--- src/oprb_regs.svh ---
// Register map, field layout and reset values of the output pin remap bank
`ifndef OPRB_REGS_SVH
`define OPRB_REGS_SVH

// ------------------------------------------------------------
// Register byte offsets
// ------------------------------------------------------------
`define OPRB_OUTPUT_MAP_PINS_14_15 12'h000
`define OPRB_OUTPUT_MAP_PINS_16_17 12'h004
`define OPRB_OUTPUT_MAP_PINS_18_19 12'h008
`define OPRB_OUTPUT_MAP_PINS_20_21 12'h00C
`define OPRB_OUTPUT_MAP_PINS_22_23 12'h010
`define OPRB_OUTPUT_MAP_PINS_24_25 12'h014
`define OPRB_OUTPUT_MAP_PINS_26_27 12'h018
`define OPRB_OUTPUT_MAP_PINS_28_29 12'h01C
`define OPRB_OUTPUT_MAP_PINS_30_31 12'h020

// ------------------------------------------------------------
// Field layout
// ------------------------------------------------------------
`define OPRB_ODD_LSB 8
`define OPRB_EVEN_LSB 0
`define OPRB_SEL_W 6
`define OPRB_FIRST_PIN 14
`define OPRB_NUM_REGS 9
`define OPRB_SEL_RESET 6'h00

// ------------------------------------------------------------
// Package variants and pins they lack
// ------------------------------------------------------------
`define OPRB_PKG_SMALL 2'h0
`define OPRB_PKG_MIDDLE 2'h1
`define OPRB_PKG_LARGE 2'h2
`define OPRB_PIN_GONE_SMALL_A 15
`define OPRB_PIN_GONE_SMALL_B 30
`define OPRB_PIN_GONE_MIDDLE 31

`endif

--- src/oprb_pkg.sv ---
// Types shared by the output pin remap bank
package oprb_pkg;
  typedef logic [5:0] oprb_sel_t;
  typedef enum logic [1:0] {
    OPRB_SMALL,
    OPRB_MIDDLE,
    OPRB_LARGE
  } oprb_pkg_e;
endpackage

--- src/oprb_pin_drive.sv ---
// One pin's output multiplexer over the peripheral output functions
module oprb_pin_drive #(
  parameter int NUM_FUNCS = 64
) (
  input wire logic clk, // System clock
  input wire logic rst_b, // Async reset, active low
  input wire oprb_pkg::oprb_sel_t sel, // Function number for this pin
  input wire logic [NUM_FUNCS-1:0] func_out, // Peripheral output levels
  output logic pin_out, // Level driven to the pin
  output logic pin_oe // Pin driven by a peripheral
);
  import oprb_pkg::*;

  logic pin_out_nxt;
  logic pin_oe_nxt;
  logic pin_out_r;
  logic pin_oe_r;

  // Selector n picks function n; zero leaves the pin to its port latch
  always_comb begin
    pin_oe_nxt = 1'b0;
    pin_out_nxt = 1'b0;
    if (sel != '0 && int'(sel) < NUM_FUNCS) begin
      pin_oe_nxt = 1'b1;
      pin_out_nxt = func_out[sel];
    end
  end

  // Registered to keep the top outputs straight from flops
  always_ff @(posedge clk or negedge rst_b) begin
    if (!rst_b) begin
      pin_out_r <= 1'b0;
      pin_oe_r <= 1'b0;
    end else begin
      pin_out_r <= pin_out_nxt;
      pin_oe_r <= pin_oe_nxt;
    end
  end

  assign pin_out = pin_out_r;
  assign pin_oe = pin_oe_r;
endmodule

--- src/oprb_bank.sv ---
// APB register bank routing peripheral outputs onto remappable pins 14 to 31
//
// Added by the designer: the address map and the APB register port.
`include "oprb_regs.svh"

module oprb_bank #(
  parameter oprb_pkg::oprb_pkg_e PKG_VARIANT = oprb_pkg::OPRB_LARGE, // Package variant
  parameter int NUM_FUNCS = 64 // Peripheral output functions
) (
  input wire logic clk, // System clock, 10 MHz
  input wire logic rst_b, // Async reset, active low
  input wire logic psel, // APB select
  input wire logic penable, // APB access phase
  input wire logic pwrite, // APB write
  input wire logic [11:0] paddr, // APB byte address
  input wire logic [31:0] pwdata, // APB write data
  input wire logic [3:0] pstrb, // APB byte strobes
  output logic [31:0] prdata, // APB read data
  output logic pready, // APB ready
  output logic pslverr, // APB error, unmapped address
  input wire logic [NUM_FUNCS-1:0] func_out, // Peripheral output levels
  output logic [17:0] pin_out, // Pins 14..31 output level
  output logic [17:0] pin_oe // Pins 14..31 driven by a function
);
  import oprb_pkg::*;

  localparam int NPINS = 2 * `OPRB_NUM_REGS;

  // ------------------------------------------------------------
  // Helpers
  // ------------------------------------------------------------
  // Whether a pin's selector exists in the chosen package
  function automatic logic pin_exists(input int pin);
    logic ok;
    ok = 1'b1;
    if (PKG_VARIANT == OPRB_SMALL &&
        (pin == `OPRB_PIN_GONE_SMALL_A || pin == `OPRB_PIN_GONE_SMALL_B)) begin
      ok = 1'b0;
    end
    if (PKG_VARIANT != OPRB_LARGE && pin == `OPRB_PIN_GONE_MIDDLE) begin
      ok = 1'b0;
    end
    return ok;
  endfunction

  // Register index for a byte address, or -1 when unmapped
  function automatic int reg_index(input logic [11:0] addr);
    int idx;
    idx = -1;
    if (addr == `OPRB_OUTPUT_MAP_PINS_14_15) begin
      idx = 0;
    end else if (addr == `OPRB_OUTPUT_MAP_PINS_16_17) begin
      idx = 1;
    end else if (addr == `OPRB_OUTPUT_MAP_PINS_18_19) begin
      idx = 2;
    end else if (addr == `OPRB_OUTPUT_MAP_PINS_20_21) begin
      idx = 3;
    end else if (addr == `OPRB_OUTPUT_MAP_PINS_22_23) begin
      idx = 4;
    end else if (addr == `OPRB_OUTPUT_MAP_PINS_24_25) begin
      idx = 5;
    end else if (addr == `OPRB_OUTPUT_MAP_PINS_26_27) begin
      idx = 6;
    end else if (addr == `OPRB_OUTPUT_MAP_PINS_28_29) begin
      idx = 7;
    end else if (addr == `OPRB_OUTPUT_MAP_PINS_30_31) begin
      idx = 8;
    end
    return idx;
  endfunction

  // ------------------------------------------------------------
  // Selector storage
  // ------------------------------------------------------------
  oprb_sel_t sel_r [NPINS];
  oprb_sel_t sel_nxt [NPINS];
  logic [31:0] prdata_r;
  logic [31:0] prdata_nxt;
  logic pready_r;
  logic pready_nxt;
  logic pslverr_r;
  logic pslverr_nxt;
  int idx;

  // No wait state: setup, then access with pready already high, so every access takes two cycles
  always_comb begin
    idx = reg_index(paddr);
    sel_nxt = sel_r;
    prdata_nxt = prdata_r;
    pready_nxt = 1'b0;
    pslverr_nxt = 1'b0;
    if (psel && !penable) begin
      pready_nxt = 1'b1;
      pslverr_nxt = (idx < 0) || (paddr[1:0] != 2'b00);
      prdata_nxt = 32'h0000_0000;
      if (!pwrite && idx >= 0) begin
        // Unimplemented and absent fields read as zero
        prdata_nxt[`OPRB_EVEN_LSB +: `OPRB_SEL_W] = sel_r[2*idx];
        prdata_nxt[`OPRB_ODD_LSB +: `OPRB_SEL_W] = sel_r[2*idx+1];
      end
    end
    // Writes land in the access phase, the edge where pready is sampled
    if (psel && penable && pready_r && pwrite && !pslverr_r) begin
      idx = reg_index(paddr);
      if (pstrb[0] && pin_exists(`OPRB_FIRST_PIN + 2*idx)) begin
        sel_nxt[2*idx] = pwdata[`OPRB_EVEN_LSB +: `OPRB_SEL_W];
      end
      if (pstrb[1] && pin_exists(`OPRB_FIRST_PIN + 2*idx + 1)) begin
        sel_nxt[2*idx+1] = pwdata[`OPRB_ODD_LSB +: `OPRB_SEL_W];
      end
    end
  end

  always_ff @(posedge clk or negedge rst_b) begin
    if (!rst_b) begin
      for (int i = 0; i < NPINS; i++) begin
        sel_r[i] <= `OPRB_SEL_RESET;
      end
      prdata_r <= 32'h0000_0000;
      pready_r <= 1'b0;
      pslverr_r <= 1'b0;
    end else begin
      sel_r <= sel_nxt;
      prdata_r <= prdata_nxt;
      pready_r <= pready_nxt;
      pslverr_r <= pslverr_nxt;
    end
  end

  assign prdata = prdata_r;
  assign pready = pready_r;
  assign pslverr = pslverr_r;

  // ------------------------------------------------------------
  // Pin multiplexers
  // ------------------------------------------------------------
  for (genvar p = 0; p < NPINS; p++) begin : g_pin
    oprb_pin_drive #(
      .NUM_FUNCS(NUM_FUNCS)
    ) u_drive (
      .clk(clk),
      .rst_b(rst_b),
      .sel(sel_r[p]),
      .func_out(func_out),
      .pin_out(pin_out[p]),
      .pin_oe(pin_oe[p])
    );
  end
endmodule

--- config.mk ---
export PLATFORM = sky130hd
export DESIGN_NAME = oprb_bank
export DESIGN_NICKNAME = d
export VERILOG_FILES = /design/src/oprb_pkg.sv /design/src/oprb_pin_drive.sv /design/src/oprb_bank.sv
export VERILOG_INCLUDE_DIRS = /design/src
export SDC_FILE = /design/constraint.sdc
export NUM_CORES = 1
export LEC_CHECK = 0
export ABC_AREA = 0
export BUFFER_PORTS_ARGS = -buffer_cell sky130_fd_sc_hd__buf_2
export CORE_AREA = 2 2 239 147
export CTS_CLUSTER_SIZE = 40
export DETAILED_ROUTE_END_ITERATION = 8
export DIE_AREA = 0 0 241 149
export HOLD_SLACK_MARGIN = 0.1
export PLACE_DENSITY = 0.72
export SETUP_SLACK_MARGIN = 0.05
export SKIP_CTS_REPAIR_TIMING = 1
export SLEW_MARGIN = 20
export SYNTH_ARGS = -nofsm -noshare
export SYNTH_HDL_FRONTEND = slang
export SYNTH_SLANG_ARGS = --single-unit
--- constraint.sdc ---
create_clock -name clk -period 4.11 [get_ports clk]
set_input_delay 0.822 -clock clk [delete_from_list [all_inputs] [get_ports clk]]
set_output_delay 0.822 -clock clk [all_outputs]
set_load 0.02 [all_outputs]
-- Word-level counts from Yosys, hierarchy flattened
Index checks and enable logic that the tools add are counted.
Widths: inputs -> output; s select.
- muxes and demuxes: 101
- add/sub/neg operators: 2
- reductions and logical operators: 32
- order comparisons: 26
- eq/ne operators: 8
- bitwise logic cells: 4
- operators by type and width (kind ; number):
    $mux 108 ; 3
    $mux 32 ; 9
    $bwmux 108 ; 2
    $ge 32x6->1 const B ; 4
    $not 32->32 ; 4
    $lt 6x7->1 const B ; 18
    $bmux 1 s6 ; 18
    $reduce_bool 6->1 ; 18
    $lt 32x1->1 const B ; 3
    $add 32x2->32 const B ; 2
    $bmux 6 s5 ; 2
    $demux 6 s5 ; 2
    $mux 1 ; 56
    $eq 12x5->1 const B ; 4
    $mux 6 ; 8
    $ge 32x1->1 const B ; 1
    $mux 31 ; 1
    $eq 12x4->1 const B ; 2
    $eq 12x3->1 const B ; 1
    $eq 12x6->1 const B ; 1
    $logic_not 12->1 ; 1
    $logic_and 1x1->1 ; 8
    $logic_not 1->1 ; 3
    $reduce_bool 2->1 ; 1
    $logic_or 1x1->1 ; 1
- word-level logic and storage cells: 230
- output and inout bits: 70
- flip-flop bits (word level): 158

-- Longest topological paths before layout
- depth after elaboration: 21
- mapped depth: 7

-- Hierarchy
A second synthesis with hierarchy kept.
- cells, all modules: 1325
- area, all modules: 17479.3 µm²
- modules (own cells, without submodules) (module ; cells each ; seq. area each (µm²) ; times used ; area an instance (µm²)):
    oprb_pin_drive (g_pin[10].u_drive ...) ; 45 ; 50.0 ; 17 ; 631.9
    oprb_bank ; 512 ; 3052.9 ; 1 ; 6064.6
    oprb_pin_drive (g_pin[0].u_drive) ; 48 ; 50.0 ; 1 ; 673.1

-- Least setup slack after synthesis
No wires, ideal clock.
- path kind: input -> register
- start: input paddr[11]
- end: register prdata_r[12] (netlist: prdata[12])
- cell stages on the path: 7
- arrival time: 2.722 ns
- path slack: 1.306 ns
- library setup time: 0.082 ns
- buffers on the path: 2
- cells stage by stage: or4_4 buf_6 or4_4 buf_6 or2_0 a221o_1 a22oi_2
- word-level cells in the longest chain between the ends: 16
- elaborated cells between the ends (all ways): 26
- RTL lines (item ; RTL line ; RTL):
    start: declaration ; oprb_bank.sv:15 ; input wire logic [11:0] paddr,
    $eq 12x6->1 (no line) ; n/a ;
    $mux 32 ; oprb_bank.sv:66 ; end else if (addr == `OPRB_OUTPUT_MAP_PINS_30_31) begin
    $mux 32 ; oprb_bank.sv:64 ; end else if (addr == `OPRB_OUTPUT_MAP_PINS_28_29) begin
    $mux 32 ; oprb_bank.sv:62 ; end else if (addr == `OPRB_OUTPUT_MAP_PINS_26_27) begin
    $mux 32 ; oprb_bank.sv:60 ; end else if (addr == `OPRB_OUTPUT_MAP_PINS_24_25) begin
    $mux 32 ; oprb_bank.sv:58 ; end else if (addr == `OPRB_OUTPUT_MAP_PINS_22_23) begin
    $mux 32 ; oprb_bank.sv:56 ; end else if (addr == `OPRB_OUTPUT_MAP_PINS_20_21) begin
    $mux 32 ; oprb_bank.sv:54 ; end else if (addr == `OPRB_OUTPUT_MAP_PINS_18_19) begin
    $mux 32 ; n/a ;
    $mux 32 (*) ; n/a ;
    $add 32x2->32 ; oprb_bank.sv:99 ; prdata_nxt[`OPRB_ODD_LSB +: `OPRB_SEL_W] = sel_r[2*idx+1];
    $not 32->32 (not written as such) ; oprb_bank.sv:99 ;
    $bmux 6 s5 ; oprb_bank.sv:99 ;
    $mux 6 (not written as such) (2 in series) ; oprb_bank.sv:99 ;
    $mux 6 (*) ; oprb_bank.sv:96 ; if (!pwrite && idx >= 0) begin
    end signal: assignment ; oprb_bank.sv:124 ; prdata_r <= prdata_nxt;
    end: declaration ; oprb_bank.sv:77 ; logic [31:0] prdata_r;
Mark *: on every way between the ends. The rest lies on a longest branch, timed or not. The select of a mux whose other input is x is not followed.
A chain may end at the register's enable or synchronous reset.

-- Worst setup path in the final report
- start: input paddr[7]
- end: register sel_r[0] in the netlist's numbering
- word-level cells in the longest chain between the ends: 21
- elaborated cells between the ends (all ways): 37
- RTL lines (item ; RTL line ; RTL):
    $eq 12x6->1 (no line) ; n/a ;
    $mux 32 (7 in series) ; n/a ;
    $mux 32 ; oprb_bank.sv:52 ; end else if (addr == `OPRB_OUTPUT_MAP_PINS_16_17) begin
    $mux 32 (*) ; oprb_bank.sv:50 ; if (addr == `OPRB_OUTPUT_MAP_PINS_14_15) begin
    $mux 31 (*) ; oprb_bank.sv:103 ; if (psel && penable && pready_r && pwrite && !pslverr_r) begin
    parallel branches: the longest is 9 deep, another holds $add 32x2->32 ; n/a ;
    $mux 108 (*) ; oprb_bank.sv:108 ; if (pstrb[1] && pin_exists(`OPRB_FIRST_PIN + 2*idx + 1)) begin
    end signal: indexed assignment ; oprb_bank.sv:117 ; sel_r[i] <= `OPRB_SEL_RESET;
    end signal: assignment ; oprb_bank.sv:123 ; sel_r <= sel_nxt;
    end: declaration ; oprb_bank.sv:75 ; oprb_sel_t sel_r [NPINS];
Mark *: on every way between the ends. The select of a mux whose other input is x is not followed.

==> run metrics <==
most common cell in the netlist=mux4_2; Routed WL per cell=about 37 µm; vias in the first global route=15196; CTS root buffer=clkbuf_16; Syn Inst Count=1553; io pins=187; largest net degree at the start of global routing=67; area of the multi-input gates=about 12000 µm²; post-synth top area cell=mux4_2; Post-synth EDFFs=0; synth warn=0; final wirelength=73900 µm; maximum vdd ir drop=around 0.30 mV; worst path arrival time=3.31 ns; clock sinks=158; H-Tree Depth=4; crit-path max FO=14; final instance area=roughly 18000 µm²; FFs w/ async S/R, synth=between 90% and 100%; Synth top cells by count=mux4_2, dfrtp_1, clkbuf_1; Area growth syn-to-layout=5.52%; Final TNS setup=0 ns; ys flop type=dfrtp_1; die width=241 µm; Worst-Margin Slew=0.947 ns; share of cells above drive strength 1=41.5%; Worst slew margin=36.4%; unrepaired setup endpoints after global routing=no; Max clock buf depth=2; Nets=1610; # DRC=0; via count=16014; filler cell count=2930; first-pass GRT wire length=105000 µm; netlist area before placement=17400 µm²; gr usage total=between 40% and 50%; register area share after synthesis=22.8%; Non-Filler Instances=1973; worst hold-check path type=in -> async; kind of end point of the critical path=flop; CP Launch Type=input pin; final setup vio count=0; drt pass-1 iters=7; dpl hpwl=44900 µm; syn avg cell area=11.2 µm²; Core Area=34100 µm²; FF+latch count, synth=158; final hold vios=0; Synth top area share=35.0%; Initial DRC Count=3119; CTS tree=built; Sequential Area=3960 µm²; Clock Latency Late Sink=0.47 ns; ant diodes=0; initial core utilization=between 50% and 60%; Placed Instances=1941; Max-cap violations=0; Synth cell types=56; Slew Limit Fails=0; min Tclk post-route=2.96 ns; WS Path Type=in -> reg; ranking of synthesized cells by area=mux4_2, dfrtp_1, mux2_2; Reg clk slew, reported paths=0.07 ns; leakage power=6.70 nW; die extent in y=~150 µm; total global routing overflow=0; antenna violations before repair=5; Row Count=53; FMAX=~340 MHz; outcome=complete, no violations; Required @ worst endpoint=4.47 ns; Routed Antenna Nets=0; clk_skew=0.0134 ns; Via density=8.12; dpl cell area=17700 µm²; P per Cell Area=between 200 and 250 nW/µm²; number of CTS-inserted buffers=17; fin crit share=72.0%; die area=35900 µm²; GP Congestion=1.05; I/O Buffers=144
==> worst paths after layout <==
path | from | end | slack, ns | depth (start not counted)
worst max-delay path | paddr[7] | sel_r[0]$_DFFE_PN0P_ | 1.15 | 7
worst max register to register | sel_r[48]$_DFFE_PN0P_ | g_pin[9].u_drive.pin_out$_DFF_PN0_ | 1.56 | 6
min in group clk | prdata[0]$_DFFE_PN0P_ | prdata[0]$_DFFE_PN0P_ | 0.54 | 1
max in group asynchronous | rst_b | sel_r[30]$_DFFE_PN0P_ | 2.78 | 2
worst min register to register | prdata[0]$_DFFE_PN0P_ | prdata[0]$_DFFE_PN0P_ | 0.54 | 1
worst min-delay path | rst_b | g_pin[6].u_drive.pin_oe$_DFF_PN0_ | 0.34 | 1
==> through the flow <==
| stage | utilization [%] | hold slack (ns) | total power [mW] | setup WS [ns] |
|---|---|---|---|---|
| floorplan | - | 0.526 | 1.98 | 1.31 |
| global placement | 51.9 | 0.484 | 2.32 | 0.801 |
| detailed placement | 51.9 | 0.524 | 2.33 | 0.744 |
| CTS | 53.7 | 0.369 | 4.04 | 1.24 |
| global route | 53.7 | 0.382 | 4.16 | 1.11 |
| finish | 53.7 | 0.337 | 4.11 | 1.15 |
==> power by group <==
group          internal, mW  switching [mW]  total [mW]  leakage, nW
clock network         0.958           0.767        1.72        0.301
logic                 0.262           0.568       0.830         4.21
registers              1.56         0.00129        1.56         2.20
total                  2.78            1.34        4.11         6.70
==> final cells by class <==
| cell class | instances | share of cell area [%] |
|---|---|---|
| clock buffers | 20 | 2.55 |
| clock inverters | 12 | 0.806 |
| inverters | 3 | 0.0615 |
| multi-input cells | 1136 | 66.4 |
| flip-flops and latches | 158 | 21.6 |
| well taps | 467 | 3.19 |
| repair buffers | 177 | 5.39 |
==> worst max-delay path, stage by stage <==
cell and delay, ns:
buf_2 0.10, or4_1 0.81, nor2_1 0.25, buf_4 0.25, nand3_1 0.16, nor2_1 0.50
mux2_2 0.40
==> flip-flops by register name (all words and copies together), names as in the netlist <==
register	cells
pready	1
prdata	12
pslverr	1
g_pin.u_drive.pin_oe	18
sel_r	108
g_pin.u_drive.pin_out	18
==> cells in the final DEF, fill, tap and decap left out, types with 6 or more instances in the layout <==
cell type  instances
mux4_2           270
a31oi_1           38
nand2_1          104
a221oi_1           7
dfrtp_2            6
clkbuf_16         17
o21ai_0            8
and3_1             8
a21boi_0          18
nand3b_1          20
a32o_1             8
dfrtp_1          152
mux2_2           132
mux2i_1           74
buf_4             32
a41oi_1           18
nor3_1             6
nor2b_1           73
a211oi_1          20
nand4_1           25
a21oi_1           14
nand3_1          102
buf_2            143
a22oi_1           56
nor2_1            68
conb_1            20
==> per-layer routing <==
metal  global-route usage, %  wire length, µm  vias up
li1                        -                -     5977
met1                    54.3            25200     7692
met2                    53.3            28000     1821
met3                    23.7            14900      512
met4                    23.9             5580       12
met5                    3.58              184        -
==> cell families (layout without fill, tap and decap cells) <==
group | count (synthesis) | count (layout) | synth area share, %
mux | 476 | 476 | 47.9
simple gates | 428 | 428 | 12.7
buf+inv | 278 | 212 | 7.59
compound gates | 212 | 212 | 9.01
flops | 158 | 158 | 22.8
other cells | 1 | 20 | 0.0216
(Power assumes the default switching activity.)
